[config.mk]
export PLATFORM = sky130hd
export DESIGN_NAME = descriptor_attribute_regs
export DESIGN_NICKNAME = d
export VERILOG_FILES = /design/src/common/desc_attr_pkg.sv /design/src/design/descriptor_attribute_regs.sv /design/src/design/len_clamp.sv
export SDC_FILE = /design/constraint.sdc
export NUM_CORES = 1
export LEC_CHECK = 0
export BUFFER_PORTS_ARGS = -buffer_cell sky130_fd_sc_hd__buf_2
export CORE_UTILIZATION = 47
export CTS_BUF_LIST = sky130_fd_sc_hd__clkbuf_8
export DETAILED_ROUTE_END_ITERATION = 6
export PLACE_DENSITY = 0.79
export SYNTH_ARGS = -nofsm -noshare
export SYNTH_HDL_FRONTEND = slang
export SYNTH_SLANG_ARGS = --single-unit
[constraint.sdc]
create_clock -name aclk -period 2.9 [get_ports aclk]
set_input_delay 0.145 -clock aclk [delete_from_list [all_inputs] [get_ports aclk]]
set_output_delay 0.145 -clock aclk [all_outputs]
set_load 0.01 [all_outputs]
[src/common/desc_attr_pkg.sv]
// Package for the descriptor attribute register group.
// Assumes a 32-bit AXI4-Lite register space, word aligned.
package desc_attr_pkg;
  // Register byte offsets
  localparam logic [11:0] OFF_BYTE_BUF = 12'h044;
  localparam logic [11:0] OFF_BOS      = 12'h050;
  localparam logic [11:0] OFF_SS       = 12'h054;
  localparam logic [11:0] OFF_HS       = 12'h058;
  // Field positions within the attribute registers
  localparam int POLL_LSB = 16;
  localparam int DEV_LSB  = 8;
  localparam int CFG_LSB  = 0;
  // Fixed defaults when no image source exists
  localparam logic [7:0] SS_POLL_DFLT = 8'h06;
  localparam logic [7:0] HS_POLL_DFLT = 8'h04;
  localparam logic [7:0] LEN_DFLT     = 8'h00;
  // The only nonzero legal descriptor length
  localparam logic [7:0] DESC_LEN_STD = 8'h12;
  // AXI responses
  localparam logic [1:0] RESP_OKAY   = 2'b00;
  localparam logic [1:0] RESP_SLVERR = 2'b10;
endpackage

[src/design/descriptor_attribute_regs.sv]
// Descriptor attribute register bank with the EEPROM byte buffer.
// Assumes an AXI4-Lite master, an EEPROM controller and an image loader
// on the same clock; reset protection is decided outside this block.
//
// Design decision made here: the AXI4-Lite register port.
`timescale 1ns/1ps
`default_nettype none
module descriptor_attribute_regs
  import desc_attr_pkg::*;
(
  input  wire logic        aclk,             // 50 MHz clock
  input  wire logic        aresetn,          // Synchronous, active low
  // AXI4-Lite slave
  input  wire logic [11:0] s_axi_awaddr,     // Write address
  input  wire logic        s_axi_awvalid,    // Write address valid
  output logic             s_axi_awready,    // Write address ready
  input  wire logic [31:0] s_axi_wdata,      // Write data
  input  wire logic [3:0]  s_axi_wstrb,      // Byte enables
  input  wire logic        s_axi_wvalid,     // Write data valid
  output logic             s_axi_wready,     // Write data ready
  output logic [1:0]       s_axi_bresp,      // Write response
  output logic             s_axi_bvalid,     // Write response valid
  input  wire logic        s_axi_bready,     // Write response ready
  input  wire logic [11:0] s_axi_araddr,     // Read address
  input  wire logic        s_axi_arvalid,    // Read address valid
  output logic             s_axi_arready,    // Read address ready
  output logic [31:0]      s_axi_rdata,      // Read data
  output logic [1:0]       s_axi_rresp,      // Read response
  output logic             s_axi_rvalid,     // Read data valid
  input  wire logic        s_axi_rready,     // Read data ready
  // Image source and reset events
  input  wire logic        usb_reset,        // USB reset pulse
  input  wire logic        lite_reset,       // Lite reset pulse
  input  wire logic        image_load,       // Image load done pulse
  input  wire logic        eeprom_present,   // EEPROM image found
  input  wire logic        otp_configured,   // OTP image configured
  input  wire logic        emulation_select_bit, // Use RAM plus attributes
  input  wire logic [7:0]  img_bos_len,      // Image BOS length
  input  wire logic [7:0]  img_ss_poll,      // Image SS poll interval
  input  wire logic [7:0]  img_ss_dev_len,   // Image SS device length
  input  wire logic [7:0]  img_ss_cfg_len,   // Image SS config length
  input  wire logic [7:0]  img_hs_poll,      // Image HS poll interval
  input  wire logic [7:0]  img_hs_dev_len,   // Image HS device length
  input  wire logic [7:0]  img_hs_cfg_len,   // Image HS config length
  // EEPROM controller data path
  input  wire logic        epc_read_done,    // Read command finished
  input  wire logic [7:0]  epc_read_byte,    // Byte fetched
  output logic [7:0]       eeprom_byte_value, // Byte to write
  // Attributes seen by descriptor processing
  output logic             attr_active,      // Attributes in force
  output logic [7:0]       bos_len_eff,      // Effective BOS length
  output logic [7:0]       ss_poll_eff,      // Effective SS poll
  output logic [7:0]       ss_dev_len_eff,   // Effective SS device len
  output logic [7:0]       ss_cfg_len_eff,   // Effective SS config len
  output logic [7:0]       hs_poll_eff,      // Effective HS poll
  output logic [7:0]       hs_dev_len_eff,   // Effective HS device len
  output logic [7:0]       hs_cfg_len_eff    // Effective HS config len
);
  // ------------------------------------------------------------
  // Storage
  // ------------------------------------------------------------
  logic [7:0] byte_buf_r;                    // Byte buffer field
  logic [7:0] bos_len_r;                     // BOS block length
  logic [7:0] ss_poll_r;                     // SS poll interval
  logic [7:0] ss_dev_r;                      // SS device length raw
  logic [7:0] ss_cfg_r;                      // SS config length raw
  logic [7:0] hs_poll_r;                     // HS poll interval
  logic [7:0] hs_dev_r;                      // HS device length
  logic [7:0] hs_cfg_r;                      // HS config length
  // Image shadow: what a USB or lite reset brings back
  logic [7:0] sh_bos_r;
  logic [7:0] sh_ss_poll_r;
  logic [7:0] sh_ss_dev_r;
  logic [7:0] sh_ss_cfg_r;
  logic [7:0] sh_hs_poll_r;
  logic [7:0] sh_hs_dev_r;
  logic [7:0] sh_hs_cfg_r;
  // Bus state
  logic        aw_hold_r;                    // Address captured
  logic        w_hold_r;                     // Data captured
  logic [11:0] aw_addr_r;
  logic [31:0] w_data_r;
  logic [3:0]  w_strb_r;
  logic        do_write;                     // Both halves present
  logic        wr_hit;
  logic [31:0] rd_word;
  logic        rd_hit;
  logic        restore;                      // USB or lite reset
  logic        img_src;                      // Any image source exists
  logic [7:0]  ss_dev_clamp;
  logic [7:0]  ss_cfg_clamp;

  assign img_src  = eeprom_present | otp_configured;
  assign restore  = usb_reset | lite_reset;
  assign do_write = aw_hold_r & w_hold_r & ~s_axi_bvalid;

  // Byte-enabled merge of an 8-bit field held in one lane
  function automatic logic [7:0] merge8(input logic [7:0] old,
                                        input logic [31:0] d,
                                        input logic [3:0] s,
                                        input int lane);
    merge8 = s[lane] ? d[lane*8 +: 8] : old;
  endfunction

  // Image value or fixed default when no source exists
  function automatic logic [7:0] pick(input logic src,
                                      input logic [7:0] img,
                                      input logic [7:0] dflt);
    pick = src ? img : dflt;
  endfunction

  // ------------------------------------------------------------
  // AXI write channels: address and data accepted in either order
  // ------------------------------------------------------------
  always_ff @(posedge aclk)
  begin
    if (!aresetn)
    begin
      aw_hold_r <= 1'b0;
      w_hold_r  <= 1'b0;
      aw_addr_r <= 12'h000;
      w_data_r  <= 32'h0000_0000;
      w_strb_r  <= 4'h0;
    end
    else
    begin
      // Capture each half once; hold until the response is issued
      if (s_axi_awvalid && s_axi_awready)
      begin
        aw_hold_r <= 1'b1;
        aw_addr_r <= s_axi_awaddr;
      end
      if (s_axi_wvalid && s_axi_wready)
      begin
        w_hold_r <= 1'b1;
        w_data_r <= s_axi_wdata;
        w_strb_r <= s_axi_wstrb;
      end
      if (do_write)
      begin
        aw_hold_r <= 1'b0;
        w_hold_r  <= 1'b0;
      end
    end
  end

  // Ready flops: low while a half is held, so each moves once
  always_ff @(posedge aclk)
  begin
    if (!aresetn)
    begin
      s_axi_awready <= 1'b0;
      s_axi_wready  <= 1'b0;
    end
    else
    begin
      s_axi_awready <= ~aw_hold_r & ~(s_axi_awvalid & s_axi_awready)
                       & ~s_axi_bvalid;
      s_axi_wready  <= ~w_hold_r & ~(s_axi_wvalid & s_axi_wready)
                       & ~s_axi_bvalid;
    end
  end

  // Write response
  always_ff @(posedge aclk)
  begin
    if (!aresetn)
    begin
      s_axi_bvalid <= 1'b0;
      s_axi_bresp  <= RESP_OKAY;
    end
    else if (do_write)
    begin
      s_axi_bvalid <= 1'b1;
      s_axi_bresp  <= wr_hit ? RESP_OKAY : RESP_SLVERR;
    end
    else if (s_axi_bready)
      s_axi_bvalid <= 1'b0;
  end

  // Address decode of the four mapped words
  always_comb
  begin
    wr_hit = (aw_addr_r == OFF_BYTE_BUF) || (aw_addr_r == OFF_BOS) ||
             (aw_addr_r == OFF_SS) || (aw_addr_r == OFF_HS);
  end

  // ------------------------------------------------------------
  // Byte buffer: software and EEPROM controller share it
  // ------------------------------------------------------------
  always_ff @(posedge aclk)
  begin
    if (!aresetn)
      byte_buf_r <= 8'h00;
    else if (epc_read_done)
      byte_buf_r <= epc_read_byte;
    else if (do_write && aw_addr_r == OFF_BYTE_BUF)
      byte_buf_r <= merge8(byte_buf_r, w_data_r, w_strb_r, 0);
  end

  // Write commands take the byte from here
  always_ff @(posedge aclk)
  begin
    if (!aresetn)
      eeprom_byte_value <= 8'h00;
    else
      eeprom_byte_value <= byte_buf_r;
  end

  // ------------------------------------------------------------
  // Image shadow, refreshed on each successful image load
  // ------------------------------------------------------------
  always_ff @(posedge aclk)
  begin
    if (!aresetn)
    begin
      sh_bos_r     <= LEN_DFLT;
      sh_ss_poll_r <= SS_POLL_DFLT;
      sh_ss_dev_r  <= LEN_DFLT;
      sh_ss_cfg_r  <= LEN_DFLT;
      sh_hs_poll_r <= HS_POLL_DFLT;
      sh_hs_dev_r  <= LEN_DFLT;
      sh_hs_cfg_r  <= LEN_DFLT;
    end
    else if (image_load)
    begin
      // EEPROM ranks over OTP; the loader presents the winner
      sh_bos_r     <= pick(img_src, img_bos_len, LEN_DFLT);
      sh_ss_poll_r <= pick(img_src, img_ss_poll, SS_POLL_DFLT);
      sh_ss_dev_r  <= pick(img_src, img_ss_dev_len, LEN_DFLT);
      sh_ss_cfg_r  <= pick(img_src, img_ss_cfg_len, LEN_DFLT);
      sh_hs_poll_r <= pick(img_src, img_hs_poll, HS_POLL_DFLT);
      sh_hs_dev_r  <= pick(img_src, img_hs_dev_len, LEN_DFLT);
      sh_hs_cfg_r  <= pick(img_src, img_hs_cfg_len, LEN_DFLT);
    end
  end

  // ------------------------------------------------------------
  // Attribute fields; USB or lite reset restores the shadow
  // ------------------------------------------------------------
  // Reset protection is applied upstream by gating usb_reset and
  // lite_reset; this bank restores on whatever reaches it.
  always_ff @(posedge aclk)
  begin
    if (!aresetn)
    begin
      bos_len_r <= LEN_DFLT;
      ss_poll_r <= SS_POLL_DFLT;
      ss_dev_r  <= LEN_DFLT;
      ss_cfg_r  <= LEN_DFLT;
      hs_poll_r <= HS_POLL_DFLT;
      hs_dev_r  <= LEN_DFLT;
      hs_cfg_r  <= LEN_DFLT;
    end
    else if (image_load)
    begin
      // Fresh image lands in the live fields too
      bos_len_r <= pick(img_src, img_bos_len, LEN_DFLT);
      ss_poll_r <= pick(img_src, img_ss_poll, SS_POLL_DFLT);
      ss_dev_r  <= pick(img_src, img_ss_dev_len, LEN_DFLT);
      ss_cfg_r  <= pick(img_src, img_ss_cfg_len, LEN_DFLT);
      hs_poll_r <= pick(img_src, img_hs_poll, HS_POLL_DFLT);
      hs_dev_r  <= pick(img_src, img_hs_dev_len, LEN_DFLT);
      hs_cfg_r  <= pick(img_src, img_hs_cfg_len, LEN_DFLT);
    end
    else if (restore)
    begin
      bos_len_r <= sh_bos_r;
      ss_poll_r <= sh_ss_poll_r;
      ss_dev_r  <= sh_ss_dev_r;
      ss_cfg_r  <= sh_ss_cfg_r;
      hs_poll_r <= sh_hs_poll_r;
      hs_dev_r  <= sh_hs_dev_r;
      hs_cfg_r  <= sh_hs_cfg_r;
    end
    else if (do_write)
    begin
      // Only the defined byte lanes store; upper lane is reserved
      case (aw_addr_r)
        OFF_BOS:
          bos_len_r <= merge8(bos_len_r, w_data_r, w_strb_r, 0);
        OFF_SS:
        begin
          ss_poll_r <= merge8(ss_poll_r, w_data_r, w_strb_r, 2);
          ss_dev_r  <= merge8(ss_dev_r, w_data_r, w_strb_r, 1);
          ss_cfg_r  <= merge8(ss_cfg_r, w_data_r, w_strb_r, 0);
        end
        OFF_HS:
        begin
          hs_poll_r <= merge8(hs_poll_r, w_data_r, w_strb_r, 2);
          hs_dev_r  <= merge8(hs_dev_r, w_data_r, w_strb_r, 1);
          hs_cfg_r  <= merge8(hs_cfg_r, w_data_r, w_strb_r, 0);
        end
        default:
          bos_len_r <= bos_len_r;
      endcase
    end
  end

  // ------------------------------------------------------------
  // Read path
  // ------------------------------------------------------------
  always_comb
  begin
    rd_hit  = 1'b1;
    rd_word = 32'h0000_0000;
    case (s_axi_araddr)
      OFF_BYTE_BUF: rd_word = {24'h000000, byte_buf_r};
      OFF_BOS:      rd_word = {24'h000000, bos_len_r};
      OFF_SS:       rd_word = {8'h00, ss_poll_r, ss_dev_r, ss_cfg_r};
      OFF_HS:       rd_word = {8'h00, hs_poll_r, hs_dev_r, hs_cfg_r};
      default:      rd_hit  = 1'b0;
    endcase
  end

  // Read answer one cycle after the address is taken
  always_ff @(posedge aclk)
  begin
    if (!aresetn)
    begin
      s_axi_arready <= 1'b0;
      s_axi_rvalid  <= 1'b0;
      s_axi_rdata   <= 32'h0000_0000;
      s_axi_rresp   <= RESP_OKAY;
    end
    else
    begin
      s_axi_arready <= ~s_axi_rvalid & ~(s_axi_arvalid & s_axi_arready);
      if (s_axi_arvalid && s_axi_arready)
      begin
        s_axi_rvalid <= 1'b1;
        s_axi_rdata  <= rd_word;
        s_axi_rresp  <= rd_hit ? RESP_OKAY : RESP_SLVERR;
      end
      else if (s_axi_rready)
        s_axi_rvalid <= 1'b0;
    end
  end

  // ------------------------------------------------------------
  // Effective attributes for descriptor processing
  // ------------------------------------------------------------
  len_clamp u_ss_dev (.raw_len(ss_dev_r), .eff_len(ss_dev_clamp));
  len_clamp u_ss_cfg (.raw_len(ss_cfg_r), .eff_len(ss_cfg_clamp));

  // Attributes count only in emulation with no image source
  always_ff @(posedge aclk)
  begin
    if (!aresetn)
    begin
      attr_active    <= 1'b0;
      bos_len_eff    <= LEN_DFLT;
      ss_poll_eff    <= SS_POLL_DFLT;
      ss_dev_len_eff <= LEN_DFLT;
      ss_cfg_len_eff <= LEN_DFLT;
      hs_poll_eff    <= HS_POLL_DFLT;
      hs_dev_len_eff <= LEN_DFLT;
      hs_cfg_len_eff <= LEN_DFLT;
    end
    else
    begin
      attr_active    <= ~img_src & emulation_select_bit;
      bos_len_eff    <= bos_len_r;
      ss_poll_eff    <= ss_poll_r;
      ss_dev_len_eff <= ss_dev_clamp;
      ss_cfg_len_eff <= ss_cfg_clamp;
      hs_poll_eff    <= hs_poll_r;
      hs_dev_len_eff <= hs_dev_r;
      hs_cfg_len_eff <= hs_cfg_r;
    end
  end

  // ------------------------------------------------------------
  // Checks
  // ------------------------------------------------------------
  ss_clamp_a: assert property (@(posedge aclk) disable iff (!aresetn)
    ss_dev_r != 8'h00 |=> ss_dev_len_eff == DESC_LEN_STD || $past(restore))
    else $error("SS device length not clamped");
  restore_val_a: assert property (@(posedge aclk) disable iff (!aresetn)
    restore && !image_load |=> bos_len_r == $past(sh_bos_r))
    else $error("BOS length not restored");
  buf_load_a: assert property (@(posedge aclk) disable iff (!aresetn)
    epc_read_done |=> byte_buf_r == $past(epc_read_byte))
    else $error("Read byte not captured");
  active_gate_a: assert property (@(posedge aclk) disable iff (!aresetn)
    img_src |=> !attr_active)
    else $error("Attributes active with image source");
  ss_poll_dflt_a: assert property (@(posedge aclk) disable iff (!aresetn)
    image_load && !img_src |=> ss_poll_r == SS_POLL_DFLT)
    else $error("SS poll default wrong");
  hs_poll_dflt_a: assert property (@(posedge aclk) disable iff (!aresetn)
    image_load && !img_src |=> hs_poll_r == HS_POLL_DFLT)
    else $error("HS poll default wrong");
  rsvd_zero_a: assert property (@(posedge aclk) disable iff (!aresetn)
    s_axi_rvalid |-> s_axi_rdata[31:24] == 8'h00)
    else $error("Reserved bits read nonzero");
  wr_byte_a: assert property (@(posedge aclk) disable iff (!aresetn)
    1'b1 |=> eeprom_byte_value == $past(byte_buf_r))
    else $error("Write byte does not follow buffer");
endmodule
`default_nettype wire

[src/design/len_clamp.sv]
// Small helper: clamps a SuperSpeed length field to zero or the standard.
// Assumes pure combinational use by the attribute register bank.
`timescale 1ns/1ps
`default_nettype none
module len_clamp
  import desc_attr_pkg::*;
(
  input  wire logic [7:0] raw_len,   // Stored software value
  output logic      [7:0] eff_len    // Value used by descriptor logic
);
  // Any nonzero value is taken as the standard length
  always_comb
  begin
    eff_len = (raw_len == LEN_DFLT) ? LEN_DFLT : DESC_LEN_STD;
  end
endmodule
`default_nettype wire

==> summary.md <==
| Metric | Value |
|---|---|
| Number of setup violations in the final report | `0` |
| Number of global-route vias before repair | `8746` |
| Highest-delay cell along the critical path | `sky130_fd_sc_hd__nand4_1` |
| Number of enable-type register cells in the synthesized netlist | `0` |
| Number of vias per cell after detailed routing | `5.283` |
| DR pass1 iterations | `5` |
| Top cell type's share of synthesized area | `46.80%` |
| Layout overhead on the synthesized area | `28.42%` |
| Syn Inst Count | `1181` |
| Height of the chip | `150.7 microns` |
| Final worst setup slack | `0.8538 ns` |
| Number of hold violations in the final report | `0` |
| Number of register bits inferred by synthesis | `243` |
| Post-layout nets | `1607` |
| Total track usage | `26.11%` |
| Post-CTS setup buffers | `0` |
| Final worst path period share | `70.56%` |
| Cell area after placement | `11520 sq um` |
| Final HPWL from detailed placement | `19440 microns` |
| Final weighted congestion in routability-driven placement | `0.8521` |
| Register-to-Register Path Depth | `4` |
| Worst rel slew slack | `26.92%` |
| Crit path buffers/inverters | `0` |
| Power Dens Cells | `547.1 nW/um^2` |
| Cells along the critical path | `nor4_1 > nand4_1 > o21a_1 > o311a_1` |
| Final Critical Period | `2.046 ns` |
| CTS buffer count | `41` |
| Clock skew after layout | `0.02642 ns` |
| Final wirelength | `30170 microns` |
| Synth Flop Type | `sky130_fd_sc_hd__dfxtp_1` |
| Number of antenna violations at the first check in global routing | `1` |
| YS warnings | `0` |
| Most common cell after layout, fill and taps aside | `sky130_fd_sc_hd__dfxtp_1` |
| Buffer type at the clock tree root | `sky130_fd_sc_hd__clkbuf_8` |
| Mean cell area of the mapped netlist | `8.801 sq um` |
| Flop-to-flop setup slack | `0.85 ns` |
| Clock slew at reported path FFs | `0.06 ns` |
| Setup Slack @ Placement | `0.6818 ns` |
| Number of H-tree branching levels | `2` |
| Fraction of final layout cells sized beyond drive strength 1 | `22.02%` |
| Largest registers | `s_axi_rdata: 24 flops, w_data_r: 24 flops, aw_addr_r: 12 flops` |
| Unrepaired setup endpoints after global routing | `false` |
| Status | `completed` |
| Skew-Pair Late Insertion Delay | `0.54 ns` |
| Worst setup path endpoint | `byte_buf_r[1]` |
| Die Span X | `150.7 microns` |
| Buffers from clock root to sink, at most | `3` |
| Data arrival time at the worst-slack endpoint | `2.47 ns` |
| Largest net degree at the start of global routing | `114` |
| Terminus of the critical flop-to-flop path | `byte_buf_r[1]` |
| Filler cell count | `1888` |
| Synthesized area | `10390 sq um` |
| Cell family with most CP delay | `simple AND/OR/NAND/NOR gates` |
| Data required, critical path | `3.33 ns` |
| P_leak | `5.673 nW` |
| Share of flip-flops with an asynchronous set or reset | `0%` |
| Cell taking the most area after synthesis | `sky130_fd_sc_hd__dfxtp_1` |
| Peak VDD IR | `0.3427 mV` |
| DRC violations left | `0` |
| Share of synthesized area occupied by flip-flops and latches | `46.80%` |
| Number of primary I/O pins | `244` |
| Port Buffers | `212` |
| Unique cell type count in the Yosys netlist | `48` |
| Standard cell core area | `21760 sq um` |
| Total congestion overflow after global routing | `0` |
| Most used cells in the layout excluding fill and tap cells | `243 x sky130_fd_sc_hd__dfxtp_1, 210 x sky130_fd_sc_hd__buf_2, 153 x sky130_fd_sc_hd__nand2_1` |
| Sum Neg Setup Slack | `0 ns` |
| Row cnt | `54` |
| Critical Path Source | `aw_addr_r[8]` |
| Worst setup path class | `flip-flop to flip-flop` |
| Critical Path Start Type | `flip-flop` |
| Maximum frequency from static timing analysis | `488.7 MHz` |
| Startpoint of the lowest-slack register-to-register path | `aw_addr_r[8]` |
| First-pass GRT wire length | `46060 microns` |
| Die Area | `22710 sq um` |
| Delay of the slowest critical-path stage | `0.56 ns` |
| Effective utilization at floorplan | `47.77%` |
| Clock tree from TritonCTS | `built` |
| Max-cap viol count | `0` |
| Pins over their slew limit | `0` |
| Worst hold path class | `input pin to flip-flop` |
| Fraction of the core area covered by cells at the end of the flow | `61.35%` |
| Final design area excluding fillers | `13350 sq um` |
| Critical Path End Type | `flip-flop` |
| Clock sink count | `243` |
| Crit. path cell count | `4` |
| Number of antenna-violating nets in the routed design | `0` |
| Routed length per instance | `17.00 microns` |
| DRC marker count from the first detailed-route iteration | `820` |
| Top post-synthesis cells by area | `sky130_fd_sc_hd__dfxtp_1 47%, sky130_fd_sc_hd__o21ai_0 6.3%, sky130_fd_sc_hd__nand2_1 5.5%, sky130_fd_sc_hd__mux2i_1 5.1%, sky130_fd_sc_hd__a21oi_1 4.8%` |
| Worst Max-Slew Pin Slew | `1.096 ns` |
| Worst hold path depth | `3` |
| Total power consumption of the routed design | `0.007303 W` |
| Crit Path Max Fanout | `16` |
| Count of vias placed by the detailed router | `9378` |
==> routing by layer <==
| layer | track usage, % | share of wire, % | up-vias |
|---|---|---|---|
| met2 | 40.39 | 45 | 379 |
| met4 | 9.200 | 3.1 | 0 |
| met3 | 5.091 | 6.8 | 69 |
| li1 | - | - | 4590 |
| met1 | 36.08 | 45 | 4340 |
| met5 | 0 | 0 | - |
==> worst min path at each step <==
stage | start | end | slack (ns)
2_1_floorplan | eeprom_present | attr_active | 0.22
3_3_place_gp | emulation_select_bit | attr_active | 0.38
3_5_place_dp | otp_configured | attr_active | 0.39
4_1_cts | img_hs_dev_len[6] | sh_hs_dev_r[6] | 0.0008
5_1_grt | img_hs_dev_len[6] | sh_hs_dev_r[6] | 0.02
6_report | img_hs_dev_len[6] | sh_hs_dev_r[6] | 0.04
==> through the flow <==
step | hold WS (ns) | cells
after global placement | 0.3774 | 1599
after detailed placement | 0.3878 | 1599
after floorplan | 0.2212 | 1202
after global routing | 0.01949 | 1774
final | 0.03586 | 1775
after CTS | 0.0007979 | 1774
==> tightest hold or removal path: stages <==
cell	delay, ns
sky130_fd_sc_hd__buf_2	0.09
sky130_fd_sc_hd__and2_1	0.15
sky130_fd_sc_hd__o21a_1	0.13
==> Yosys cell counts (all sizes together) (2+ instances only) <==
cell type	instances
a21oi	100
a221o	7
a22oi	16
a31oi	7
a32o	2
a32oi	7
and2	64
buf	43
clkbuf	66
dfxtp	243
inv	49
mux2	11
mux2i	53
nand2	153
nand2b	17
nand4	3
nor2	8
nor2b	57
nor3	17
nor4	13
o21a	64
o21ai	131
o311a	8
or3	3
or3b	23
==> kinds of logic after synthesis <==
| kind of cell | count (synthesis) | share of synthesized area [%] |
|---|---|---|
| AO/OA/AOI/OAI | 348 | 21.07 |
| buffers and inverters | 159 | 6.802 |
| flip-flops | 243 | 46.80 |
| multiplexers | 64 | 6.296 |
| other | 1 | 0.03608 |
| AND/OR/NAND/NOR | 366 | 19.00 |
==> power breakdown <==
group | internal [W] | leakage (nW) | switching (W) | total, W
Clock | 0.00152 | 0.448 | 0.00134 | 0.00286
Combinational | 0.000395 | 3.24 | 0.000459 | 0.000853
Sequential | 0.00350 | 1.99 | 0.0000905 | 0.00359
==> final cells by class <==
type | count | area [sq um] | area share (%)
antenna | 1 | 2.502 | 0.01875
multi-input combinational | 800 | 4908 | 36.77
tap | 280 | 350.3 | 2.625
inverter | 50 | 187.7 | 1.406
sequential | 243 | 4865 | 36.45
clock buffer | 49 | 674.4 | 5.052
clock inverter | 19 | 80.08 | 0.5999
timing repair buffer | 333 | 2280 | 17.08
==> what timing repair did <==
item | CTS | global route
hold buffers | 107 | 0
resized for setup | 0 | 0
hold endpoints to repair | 105 | 0
(Power assumes the default switching activity.)
